<file path="config.mk">
export PLATFORM = sky130hd
export DESIGN_NAME = lofc_ctrl
export DESIGN_NICKNAME = d
export VERILOG_FILES = /design/src/rtl/lofc_pkg.sv /design/src/rtl/lofc_ctrl.sv
export VERILOG_INCLUDE_DIRS = /design/src /design/src/rtl
export SDC_FILE = /design/constraint.sdc
export NUM_CORES = 1
export LEC_CHECK = 0
export BUFFER_PORTS_ARGS = -buffer_cell sky130_fd_sc_hd__buf_2
export CORE_MARGIN = 1
export CORE_UTILIZATION = 56
export CTS_CLUSTER_DIAMETER = 200
export DETAILED_ROUTE_END_ITERATION = 12
export PLACE_DENSITY = 0.85
export SLEW_MARGIN = 20
export SYNTH_ARGS = -nofsm -noshare
export SYNTH_HDL_FRONTEND = slang
export SYNTH_SLANG_ARGS = --single-unit
</file>
<file path="constraint.sdc">
create_clock -name i_sys_clk -period 5.18 [get_ports i_sys_clk]
set_input_delay 1.036 -clock i_sys_clk [delete_from_list [all_inputs] [get_ports i_sys_clk]]
set_output_delay 1.036 -clock i_sys_clk [all_outputs]
set_load 0.01 [all_outputs]
</file>
<file path="src/rtl/lofc_defines.svh">
// register offsets, field positions, reset values and timing counts of the open-loop control block
`ifndef LOFC_DEFINES_SVH
`define LOFC_DEFINES_SVH

// register indices; the bus byte address is four times the index
`define LOFC_IDX_FALLBACK_CTRL 8'h2C
`define LOFC_IDX_PERIOD_HIGH 8'h2E
`define LOFC_IDX_PERIOD_LOW 8'h2F
`define LOFC_IDX_IMP_COEF 8'h30

// control register fields
`define LOFC_FB_ENABLE_BIT 7
`define LOFC_MISS_CNT_HI 6
`define LOFC_MISS_CNT_LO 5
`define LOFC_WAVE_SEL_BIT 0

// reset values
`define LOFC_RST_FALLBACK_CTRL 8'h00
`define LOFC_RST_PERIOD_HIGH 8'h00
`define LOFC_RST_PERIOD_LOW 8'hC6
`define LOFC_RST_IMP_COEF 8'h00

// base miss count for field value 0
`define LOFC_MISS_BASE 3'h3

// period time unit, 24.39 us in picoseconds, and its cycle count rounded up at the system clock
`define LOFC_UNIT_PS 24390000
`define LOFC_CLK_PERIOD_PS 100000
`define LOFC_UNIT_CYCLES ((`LOFC_UNIT_PS + `LOFC_CLK_PERIOD_PS - 1) / `LOFC_CLK_PERIOD_PS)

`endif

</file>
<file path="src/rtl/lofc_pkg.sv">
// types shared by the open-loop control block
package lofc_pkg;
	// drive mode of the actuator
	typedef enum logic [1:0] {
		LOFC_CLOSED = 2'b00,
		LOFC_OPEN_USER = 2'b10,
		LOFC_OPEN_FALLBACK = 2'b01
	} lofc_mode_t;
endpackage

</file>
<file path="src/rtl/lofc_ctrl.sv">
// open-loop fallback control with avalon-mm register slave
//
// The Avalon-MM interface to the registers was chosen for this implementation.
`timescale 1ns/1ps
`default_nettype none
`include "lofc_defines.svh"

// What this block does
// - with fallback enabled, switch closed loop to open loop after configured detection failures.
// - fallback open loop always drives square, ignoring the waveform select bit.
// - miss count field bits 6-5 selects three, four, five or six failed attempts.
// - user open loop drives square for select 0, sine for 1; select resets 0.
// - open-loop drive period equals the 10-bit period times a fixed time unit.
// - period upper two bits in high register bits 1-0, low eight bits next; reset 198.
// - read-only 8-bit impedance coefficient, reset 0, for use with the diagnostic result.
module lofc_ctrl #(
	parameter int PERIOD_W = 10 // width of the open-loop period
) (
	input wire logic i_sys_clk, // system clock, 10 MHz
	input wire logic i_rstn, // asynchronous reset, active low
	input wire logic [7:0] i_avs_address, // byte address
	input wire logic i_avs_read, // read request
	input wire logic i_avs_write, // write request
	input wire logic [31:0] i_avs_writedata, // write data
	input wire logic [3:0] i_avs_byteenable, // byte lanes
	output logic [31:0] o_avs_readdata, // read data
	output logic o_avs_waitrequest, // slave stall
	input wire logic i_open_loop_req, // user asks for open-loop drive
	input wire logic i_zc_attempt, // pulse: one detection attempt finished
	input wire logic i_zc_ok, // with attempt: crossing was detected
	input wire logic i_drive_stop, // pulse: drive ended, leave fallback
	input wire logic [7:0] i_coef_value, // coefficient from trim logic
	input wire logic i_coef_load, // pulse: load coefficient
	output logic o_open_loop, // open-loop drive active
	output logic o_sine, // open-loop shape is sine
	output logic o_fallback, // fallback took over
	output logic o_period_tick // one pulse per open-loop period
);

	////////////////////////////////////////////////////////////////////////
	// register state
	logic [7:0] fb_ctrl;
	logic [7:0] per_high;
	logic [7:0] per_low;
	logic [7:0] imp_coef;
	logic [7:0] next_fb_ctrl;
	logic [7:0] next_per_high;
	logic [7:0] next_per_low;
	logic [7:0] next_imp_coef;
	logic [31:0] next_readdata;
	logic next_waitrequest;
	logic ack;
	logic next_ack;

	// byte address from a word index
	function automatic logic [7:0] word_addr(input logic [7:0] idx);
		word_addr = {idx[5:0], 2'b00};
	endfunction

	// fallback attempts from field value
	function automatic logic [2:0] miss_limit(input logic [1:0] fld);
		miss_limit = `LOFC_MISS_BASE + {1'b0, fld};
	endfunction

	// one wait cycle per access keeps read data registered, answer in second cycle
	always_comb begin
		next_fb_ctrl = fb_ctrl;
		next_per_high = per_high;
		next_per_low = per_low;
		next_imp_coef = imp_coef;
		next_readdata = 32'h0000_0000;
		next_waitrequest = 1'b1;
		next_ack = 1'b0;
		if ((i_avs_read || i_avs_write) && o_avs_waitrequest && !ack) begin
			next_waitrequest = 1'b0;
			next_ack = 1'b1; // blocks a second answer while master releases
			if (i_avs_read) begin
				case (i_avs_address)
					word_addr(`LOFC_IDX_FALLBACK_CTRL): next_readdata = {24'h00_0000, fb_ctrl};
					word_addr(`LOFC_IDX_PERIOD_HIGH): next_readdata = {24'h00_0000, per_high};
					word_addr(`LOFC_IDX_PERIOD_LOW): next_readdata = {24'h00_0000, per_low};
					word_addr(`LOFC_IDX_IMP_COEF): next_readdata = {24'h00_0000, imp_coef};
					default: next_readdata = 32'h0000_0000;
				endcase
			end
		end
		// a write lands only at the edge where the master sees waitrequest low,
		// so the register and the completed transfer can never disagree
		if (i_avs_write && !o_avs_waitrequest && i_avs_byteenable[0]) begin
			if (i_avs_address == word_addr(`LOFC_IDX_FALLBACK_CTRL))
				next_fb_ctrl = i_avs_writedata[7:0];
			if (i_avs_address == word_addr(`LOFC_IDX_PERIOD_HIGH))
				next_per_high = {6'h00, i_avs_writedata[1:0]};
			if (i_avs_address == word_addr(`LOFC_IDX_PERIOD_LOW))
				next_per_low = i_avs_writedata[7:0];
		end
		// trim side is the only writer; the bus has no path into the coefficient
		if (i_coef_load)
			next_imp_coef = i_coef_value;
	end

	// register bank
	always_ff @(posedge i_sys_clk or negedge i_rstn) begin
		if (!i_rstn) begin
			fb_ctrl <= `LOFC_RST_FALLBACK_CTRL;
			per_high <= `LOFC_RST_PERIOD_HIGH;
			per_low <= `LOFC_RST_PERIOD_LOW;
			imp_coef <= `LOFC_RST_IMP_COEF;
			o_avs_readdata <= 32'h0000_0000;
			o_avs_waitrequest <= 1'b1;
			ack <= 1'b0;
		end else begin
			fb_ctrl <= next_fb_ctrl;
			per_high <= next_per_high;
			per_low <= next_per_low;
			imp_coef <= next_imp_coef;
			o_avs_readdata <= next_readdata;
			o_avs_waitrequest <= next_waitrequest;
			ack <= next_ack;
		end
	end

	////////////////////////////////////////////////////////////////////////
	// fallback state machine
	lofc_pkg::lofc_mode_t mode;
	lofc_pkg::lofc_mode_t next_mode;
	logic [2:0] miss_cnt;
	logic [2:0] next_miss_cnt;
	logic fb_en;
	logic [2:0] limit;
	logic next_open_loop;
	logic next_fallback;
	logic next_sine;

	assign fb_en = fb_ctrl[`LOFC_FB_ENABLE_BIT];
	assign limit = miss_limit(fb_ctrl[`LOFC_MISS_CNT_HI:`LOFC_MISS_CNT_LO]);

	// consecutive misses drive fallback; fallback holds until drive stops or the enable clears
	always_comb begin
		next_mode = mode;
		next_miss_cnt = miss_cnt;
		case (mode)
			lofc_pkg::LOFC_CLOSED: begin
				if (i_open_loop_req)
					next_mode = lofc_pkg::LOFC_OPEN_USER;
				else if (i_zc_attempt && i_zc_ok)
					next_miss_cnt = 3'h0;
				else if (i_zc_attempt && fb_en) begin
					if (miss_cnt + 3'h1 >= limit) begin
						next_mode = lofc_pkg::LOFC_OPEN_FALLBACK;
						next_miss_cnt = 3'h0;
					end else
						next_miss_cnt = miss_cnt + 3'h1;
				end
				if (!fb_en)
					next_miss_cnt = 3'h0;
			end
			lofc_pkg::LOFC_OPEN_USER: begin
				if (!i_open_loop_req)
					next_mode = lofc_pkg::LOFC_CLOSED;
			end
			lofc_pkg::LOFC_OPEN_FALLBACK: begin
				if (i_drive_stop || !fb_en)
					next_mode = lofc_pkg::LOFC_CLOSED;
			end
			default: next_mode = lofc_pkg::LOFC_CLOSED;
		endcase
		// outputs follow the next mode so they change with it, not a cycle later
		next_open_loop = (next_mode != lofc_pkg::LOFC_CLOSED);
		next_fallback = (next_mode == lofc_pkg::LOFC_OPEN_FALLBACK);
		// fallback forces square whatever the select bit says
		next_sine = (next_mode == lofc_pkg::LOFC_OPEN_USER) &&
			next_fb_ctrl[`LOFC_WAVE_SEL_BIT];
	end

	// mode registers and drive outputs
	always_ff @(posedge i_sys_clk or negedge i_rstn) begin
		if (!i_rstn) begin
			mode <= lofc_pkg::LOFC_CLOSED;
			miss_cnt <= 3'h0;
			o_open_loop <= 1'b0;
			o_sine <= 1'b0;
			o_fallback <= 1'b0;
		end else begin
			mode <= next_mode;
			miss_cnt <= next_miss_cnt;
			o_open_loop <= next_open_loop;
			o_fallback <= next_fallback;
			o_sine <= next_sine;
		end
	end

	////////////////////////////////////////////////////////////////////////
	// period generator: unit prescaler then period counter
	localparam int UNIT_CYC = `LOFC_UNIT_CYCLES;
	logic [7:0] unit_cnt;
	logic [7:0] next_unit_cnt;
	logic [PERIOD_W-1:0] per_cnt;
	logic [PERIOD_W-1:0] next_per_cnt;
	logic next_tick;
	logic [PERIOD_W-1:0] period;

	assign period = PERIOD_W'({per_high[1:0], per_low});

	// counts only while open loop runs; a zero period gives no ticks
	always_comb begin
		next_unit_cnt = unit_cnt;
		next_per_cnt = per_cnt;
		next_tick = 1'b0;
		if (!o_open_loop || period == '0) begin
			next_unit_cnt = 8'h00;
			next_per_cnt = '0;
		end else if (unit_cnt == 8'(UNIT_CYC - 1)) begin
			next_unit_cnt = 8'h00;
			if (per_cnt >= period - 1'b1) begin
				next_per_cnt = '0;
				next_tick = 1'b1;
			end else
				next_per_cnt = per_cnt + 1'b1;
		end else
			next_unit_cnt = unit_cnt + 8'h01;
	end

	// period registers
	always_ff @(posedge i_sys_clk or negedge i_rstn) begin
		if (!i_rstn) begin
			unit_cnt <= 8'h00;
			per_cnt <= '0;
			o_period_tick <= 1'b0;
		end else begin
			unit_cnt <= next_unit_cnt;
			per_cnt <= next_per_cnt;
			o_period_tick <= next_tick;
		end
	end

	////////////////////////////////////////////////////////////////////////
	// checks
	// fallback never drives a sine, whatever the select bit says
	fallback_square_a: assert property (@(posedge i_sys_clk) disable iff (!i_rstn)
		o_fallback |-> !o_sine)
		else $error("sine driven during fallback");
	// the trip was decided with the enable set, even if it is cleared at that same edge
	fallback_entry_a: assert property (@(posedge i_sys_clk) disable iff (!i_rstn)
		$rose(o_fallback) |-> $past(fb_en))
		else $error("fallback without enable");
	// the last allowed miss always trips the fallback on the next edge
	fallback_trip_a: assert property (@(posedge i_sys_clk) disable iff (!i_rstn)
		(mode == lofc_pkg::LOFC_CLOSED && fb_en && !i_open_loop_req && i_zc_attempt &&
		!i_zc_ok && miss_cnt == limit - 3'h1) |=> o_fallback)
		else $error("fallback missed its limit");
	// six is the largest setting, so the count never gets there; a lowered field may
	// leave the count above the new limit until the next attempt trips
	miss_bound_a: assert property (@(posedge i_sys_clk) disable iff (!i_rstn)
		miss_cnt < 3'h6)
		else $error("miss count beyond limit");
	// a good crossing restarts the consecutive count
	miss_clear_a: assert property (@(posedge i_sys_clk) disable iff (!i_rstn)
		(mode == lofc_pkg::LOFC_CLOSED && i_zc_attempt && i_zc_ok && !i_open_loop_req)
		|=> miss_cnt == 3'h0)
		else $error("good crossing kept misses");
	// a cleared enable ends any fallback on the next edge
	disable_exit_a: assert property (@(posedge i_sys_clk) disable iff (!i_rstn)
		!fb_en |=> !o_fallback)
		else $error("fallback kept while disabled");
	// a cleared enable forgets the misses counted so far
	disable_clear_a: assert property (@(posedge i_sys_clk) disable iff (!i_rstn)
		(mode == lofc_pkg::LOFC_CLOSED && !fb_en) |=> miss_cnt == 3'h0)
		else $error("misses kept while disabled");
	// user open loop takes its shape from the select bit
	sine_select_a: assert property (@(posedge i_sys_clk) disable iff (!i_rstn)
		(o_open_loop && !o_fallback) |-> o_sine == fb_ctrl[`LOFC_WAVE_SEL_BIT])
		else $error("shape differs from select");
	// a user request from closed loop opens the loop without a fallback flag
	user_open_a: assert property (@(posedge i_sys_clk) disable iff (!i_rstn)
		(mode == lofc_pkg::LOFC_CLOSED && i_open_loop_req) |=> (o_open_loop && !o_fallback))
		else $error("user request not followed");
	// only two period bits live in the high register
	high_bits_a: assert property (@(posedge i_sys_clk) disable iff (!i_rstn)
		per_high[7:2] == 6'h00)
		else $error("period high reserved bits set");
	// a completed write to the low byte lands in the period register
	period_write_a: assert property (@(posedge i_sys_clk) disable iff (!i_rstn)
		(i_avs_write && !o_avs_waitrequest && i_avs_byteenable[0] &&
		i_avs_address == word_addr(`LOFC_IDX_PERIOD_LOW))
		|=> per_low == $past(i_avs_writedata[7:0]))
		else $error("period low write lost");
	// a tick is a single pulse
	tick_spacing_a: assert property (@(posedge i_sys_clk) disable iff (!i_rstn)
		o_period_tick |=> !o_period_tick)
		else $error("period ticks adjacent");
	// ticks come only while the loop is open
	tick_open_a: assert property (@(posedge i_sys_clk) disable iff (!i_rstn)
		o_period_tick |-> $past(o_open_loop))
		else $error("tick outside open loop");
	// a zero period gives no ticks at all
	zero_period_a: assert property (@(posedge i_sys_clk) disable iff (!i_rstn)
		(period == '0) |=> !o_period_tick)
		else $error("tick with zero period");
	// nothing but the load strobe changes the coefficient
	coef_ro_a: assert property (@(posedge i_sys_clk) disable iff (!i_rstn)
		!i_coef_load |=> imp_coef == $past(imp_coef))
		else $error("coefficient changed");
	// the load strobe takes the trim value
	coef_load_a: assert property (@(posedge i_sys_clk) disable iff (!i_rstn)
		i_coef_load |=> imp_coef == $past(i_coef_value))
		else $error("coefficient not loaded");

endmodule
`default_nettype wire

</file>
==> summary.json <==
{
  "finish": {
    "utilization_pct": 65.1,
    "syn_to_final_growth_pct": 11.9,
    "post_route_cells_drive_above_1_share_pct": 27.3,
    "layout.nets": 451,
    "count_of_placed_standard_cells_in_the_final_layout_fillers_left_out": 452,
    "n_antenna_cell": 0
  },
  "drt": {
    "total_via_count_in_the_routed_design": 2591,
    "drt_iter0_markers": 224,
    "route.final.wire_length_mm": 6.76,
    "detail-route-antenna-nets": 0,
    "vias_per_cell": 5.73,
    "drt-pass1-iter-count": 6,
    "routed_wire_length_per_instance_um": 15.0,
    "drc_errors": 0
  },
  "placement": {
    "buffer_ports.inserted": 46,
    "detailed_place_hpwl_mm": 4.93,
    "dp_cells": 436,
    "gp_routability_congestion": 0.846
  },
  "setup_path": {
    "crit_end_element": "flip-flop",
    "critical_path_class": "reg -> reg",
    "critical_path_arrival_ps": 3860,
    "most_repeated_library_cell_on_the_critical_path": "ha_1",
    "worstPathBufferInverterCount": 1,
    "timing.critical_path.fanout_max": 10,
    "critical-path-slowest-cell": "a211oi_2",
    "timing.critical_path.required_ps": 5420,
    "worst_setup_path_start_kind": "flip-flop",
    "family_with_the_most_delay_on_the_worst_path": "simple AND/OR/NAND/NOR gates",
    "slowest_delay_ps": 530,
    "crit_path_cell_trace": "inv_1 > ha_1 > or4b_4 > nor4_1 > xnor2_1 > ha_1 > o21ai_0 > nor2_1 > a211oi_2 > nand3_1 > o311ai_1"
  },
  "sta": {
    "largest_clock_skew_in_the_final_design_ps": 11.8,
    "timing.slew.headroom_pct": 42.5,
    "finalHoldViolCount": 0,
    "min_hold_slack_ps": 471,
    "timing.fmax_mhz": 276,
    "finalCritPeriodShare_pct": 69.9,
    "worstMarginPinSlew_ps": 854,
    "rsz0062_at_grt": "no",
    "maxSlewViolCount": 0,
    "timing.setup.tns_ps": 0,
    "finalWorstPathRequiredPeriod_ps": 3620,
    "final-setup-viol-count": 0
  },
  "pwr": {
    "vdd_drop_max_v": 0.000267,
    "leakage_nw": 1.85,
    "power-per-cell-area_nw_per_um2": 265,
    "fin_total_pwr_w": 0.00103
  },
  "die": {
    "die_h_um": 80.7,
    "core.rowCount": 28,
    "die_area_um2": 6510,
    "core_area_um2": 5960,
    "ios": 98,
    "initial_core_util_pct": 58.2,
    "die_w_um": 80.7
  },
  "cts": {
    "cts-hold-fix-buffers": 0,
    "worst_skew_pair.late_latency_ps": 350,
    "clock_tree_from_tritoncts": "done",
    "number_of_buffers_created_by_cts": 9,
    "clock_tree.root_cell": "clkbuf_8",
    "cts_num_sinks": 63,
    "cts_max_path_buffers": 2,
    "clkSlewWorstSetupHoldPaths_ps": 70,
    "h-tree-depth": 3,
    "cts_resized": 0,
    "postCtsSetupRepairBufs": 0
  },
  "status": {
    "outcome": "complete, no violations"
  },
  "global_routing": {
    "overflow_after_grt": 0,
    "grt_first_pass_wirelength_mm": 11.2,
    "first_global_vias": 2463,
    "maximum_number_of_pins_on_one_net_before_global_route_repair": 64,
    "initial_antenna_violation_count": 0,
    "track_usage_pct": 22.9
  },
  "yosys": {
    "synth_commonest_cells": "dfrtp_1 (58), nor2_1 (30), nand2_1 (26), buf_4 (25), mux2_2 (23)",
    "ys_async_sr_fraction_pct": 100,
    "synthesis.area_um2": 3470,
    "yosys.cell_types.count": 54,
    "register_area_share_after_synthesis_pct": 45.7,
    "yosys.cell_count.top_type": "dfrtp_1",
    "ys_dominant_reg_cell": "dfrtp_1",
    "synth_edf_count": 0,
    "synth_area_leader_cell": "dfrtp_1",
    "synth_warnings": 0,
    "ys_seq_elements": 63,
    "synth_top_cells_by_area": "dfrtp_1 (42%), mux2_2 (7.5%), ha_1 (6.5%)",
    "synthCells": 318,
    "syn-mean-instance-area_um2": 10.9,
    "yosysTopAreaCellShare_pct": 41.9
  },
  "flow_run": {
    "drv.max_cap_violation_count": 0
  },
  "worst_hold_path": {
    "hold_path.class": "reg -> reg"
  }
}
## final timing paths
| path | start | to | slack [ps] | cells after the start |
|---|---|---|---|---|
| worst max register to register | per_low[0] | per_cnt[2] | 1560 | 11 |
| max in group asynchronous | i_rstn | imp_coef[7] | 3820 | 2 |
| min in group asynchronous | i_rstn | o_sine | 840 | 2 |
| worst min-delay path | ack | ack | 470 | 1 |
| worst min register to register | ack | ack | 470 | 1 |
| worst max-delay path | per_low[0] | per_cnt[2] | 1560 | 11 |
## sequential cells by signal (all words and copies together) (netlist names)
register and count:
mode 2, per_high 2, fb_ctrl 8, o_sine 1
per_cnt 10, unit_cnt 8, o_avs_waitrequest 1, o_period_tick 1
o_avs_readdata 8, per_low 8, miss_cnt 3, imp_coef 8
o_open_loop 1, o_fallback 1, ack 1
## metrics by stage
stage | instance area, um^2 | setup slack, ps
3_5_place_dp | 3690 | 1660
2_1_floorplan | 3550 | 2170
4_1_cts | 3880 | 1600
6_report | 3880 | 1560
5_1_grt | 3880 | 1250
3_3_place_gp | 3690 | 1720
## worst reg2reg max path, cell delays in order, from the launching register on
cell and delay [ps]:
dfrtp_1 410, inv_1 140, ha_1 230, or4b_4 520, nor4_1 250, xnor2_1 160, ha_1 260, o21ai_0 160
nor2_1 70, a211oi_2 530, nand3_1 440, o311ai_1 350
## layout make-up
class	count	area (um^2)
Multi-Input combinational cell	243	1740
Sequential cell	63	1580
Timing Repair Buffer	47	238
Inverter	8	30.0
Clock inverter	6	61.3
Tap cell	75	93.8
Fill cell	470	2080
Clock buffer	10	128
## cell usage in the layout, fill, tap and decap left out, drive strengths merged, types with 7 or more instances in the layout
cell type  instances
conb              24
o21ai             10
a222oi             8
ha                18
inv                8
buf               47
nand3             18
nor2              30
xor2               7
nand2             26
dfrtp             58
mux2              24
clkbuf            10
xnor2              8
## power by group
part / internal [W] / switching, W
clock: 0.000220 / 0.000188
sequential: 0.000515 / 0.0000152
combinational: 0.0000356 / 0.0000534
total: 0.000771 / 0.000257
## cells by family (layout without fill, tap and decap cells)
group | Yosys count | after routing | synth area share (%)
AOI/OAI and AO/OA | 45 | 45 | 10.8
xor gates and xnor gates | 15 | 15 | 3.79
adders and majority gates | 18 | 18 | 6.50
buffers and inverters | 35 | 71 | 6.50
DFF | 63 | 63 | 45.7
muxes | 25 | 25 | 8.19
other | 1 | 24 | 0.108
and+or+nand+nor | 116 | 116 | 18.5
## routing by layer
metal | wire [um] | GRT usage (%)
met1 | 2920 | 28.7
met5 | 0 | 0
met4 | 138 | 13.0
met2 | 3430 | 36.7
met3 | 275 | 4.77
Note: power is estimated with default switching activity, not from simulation.
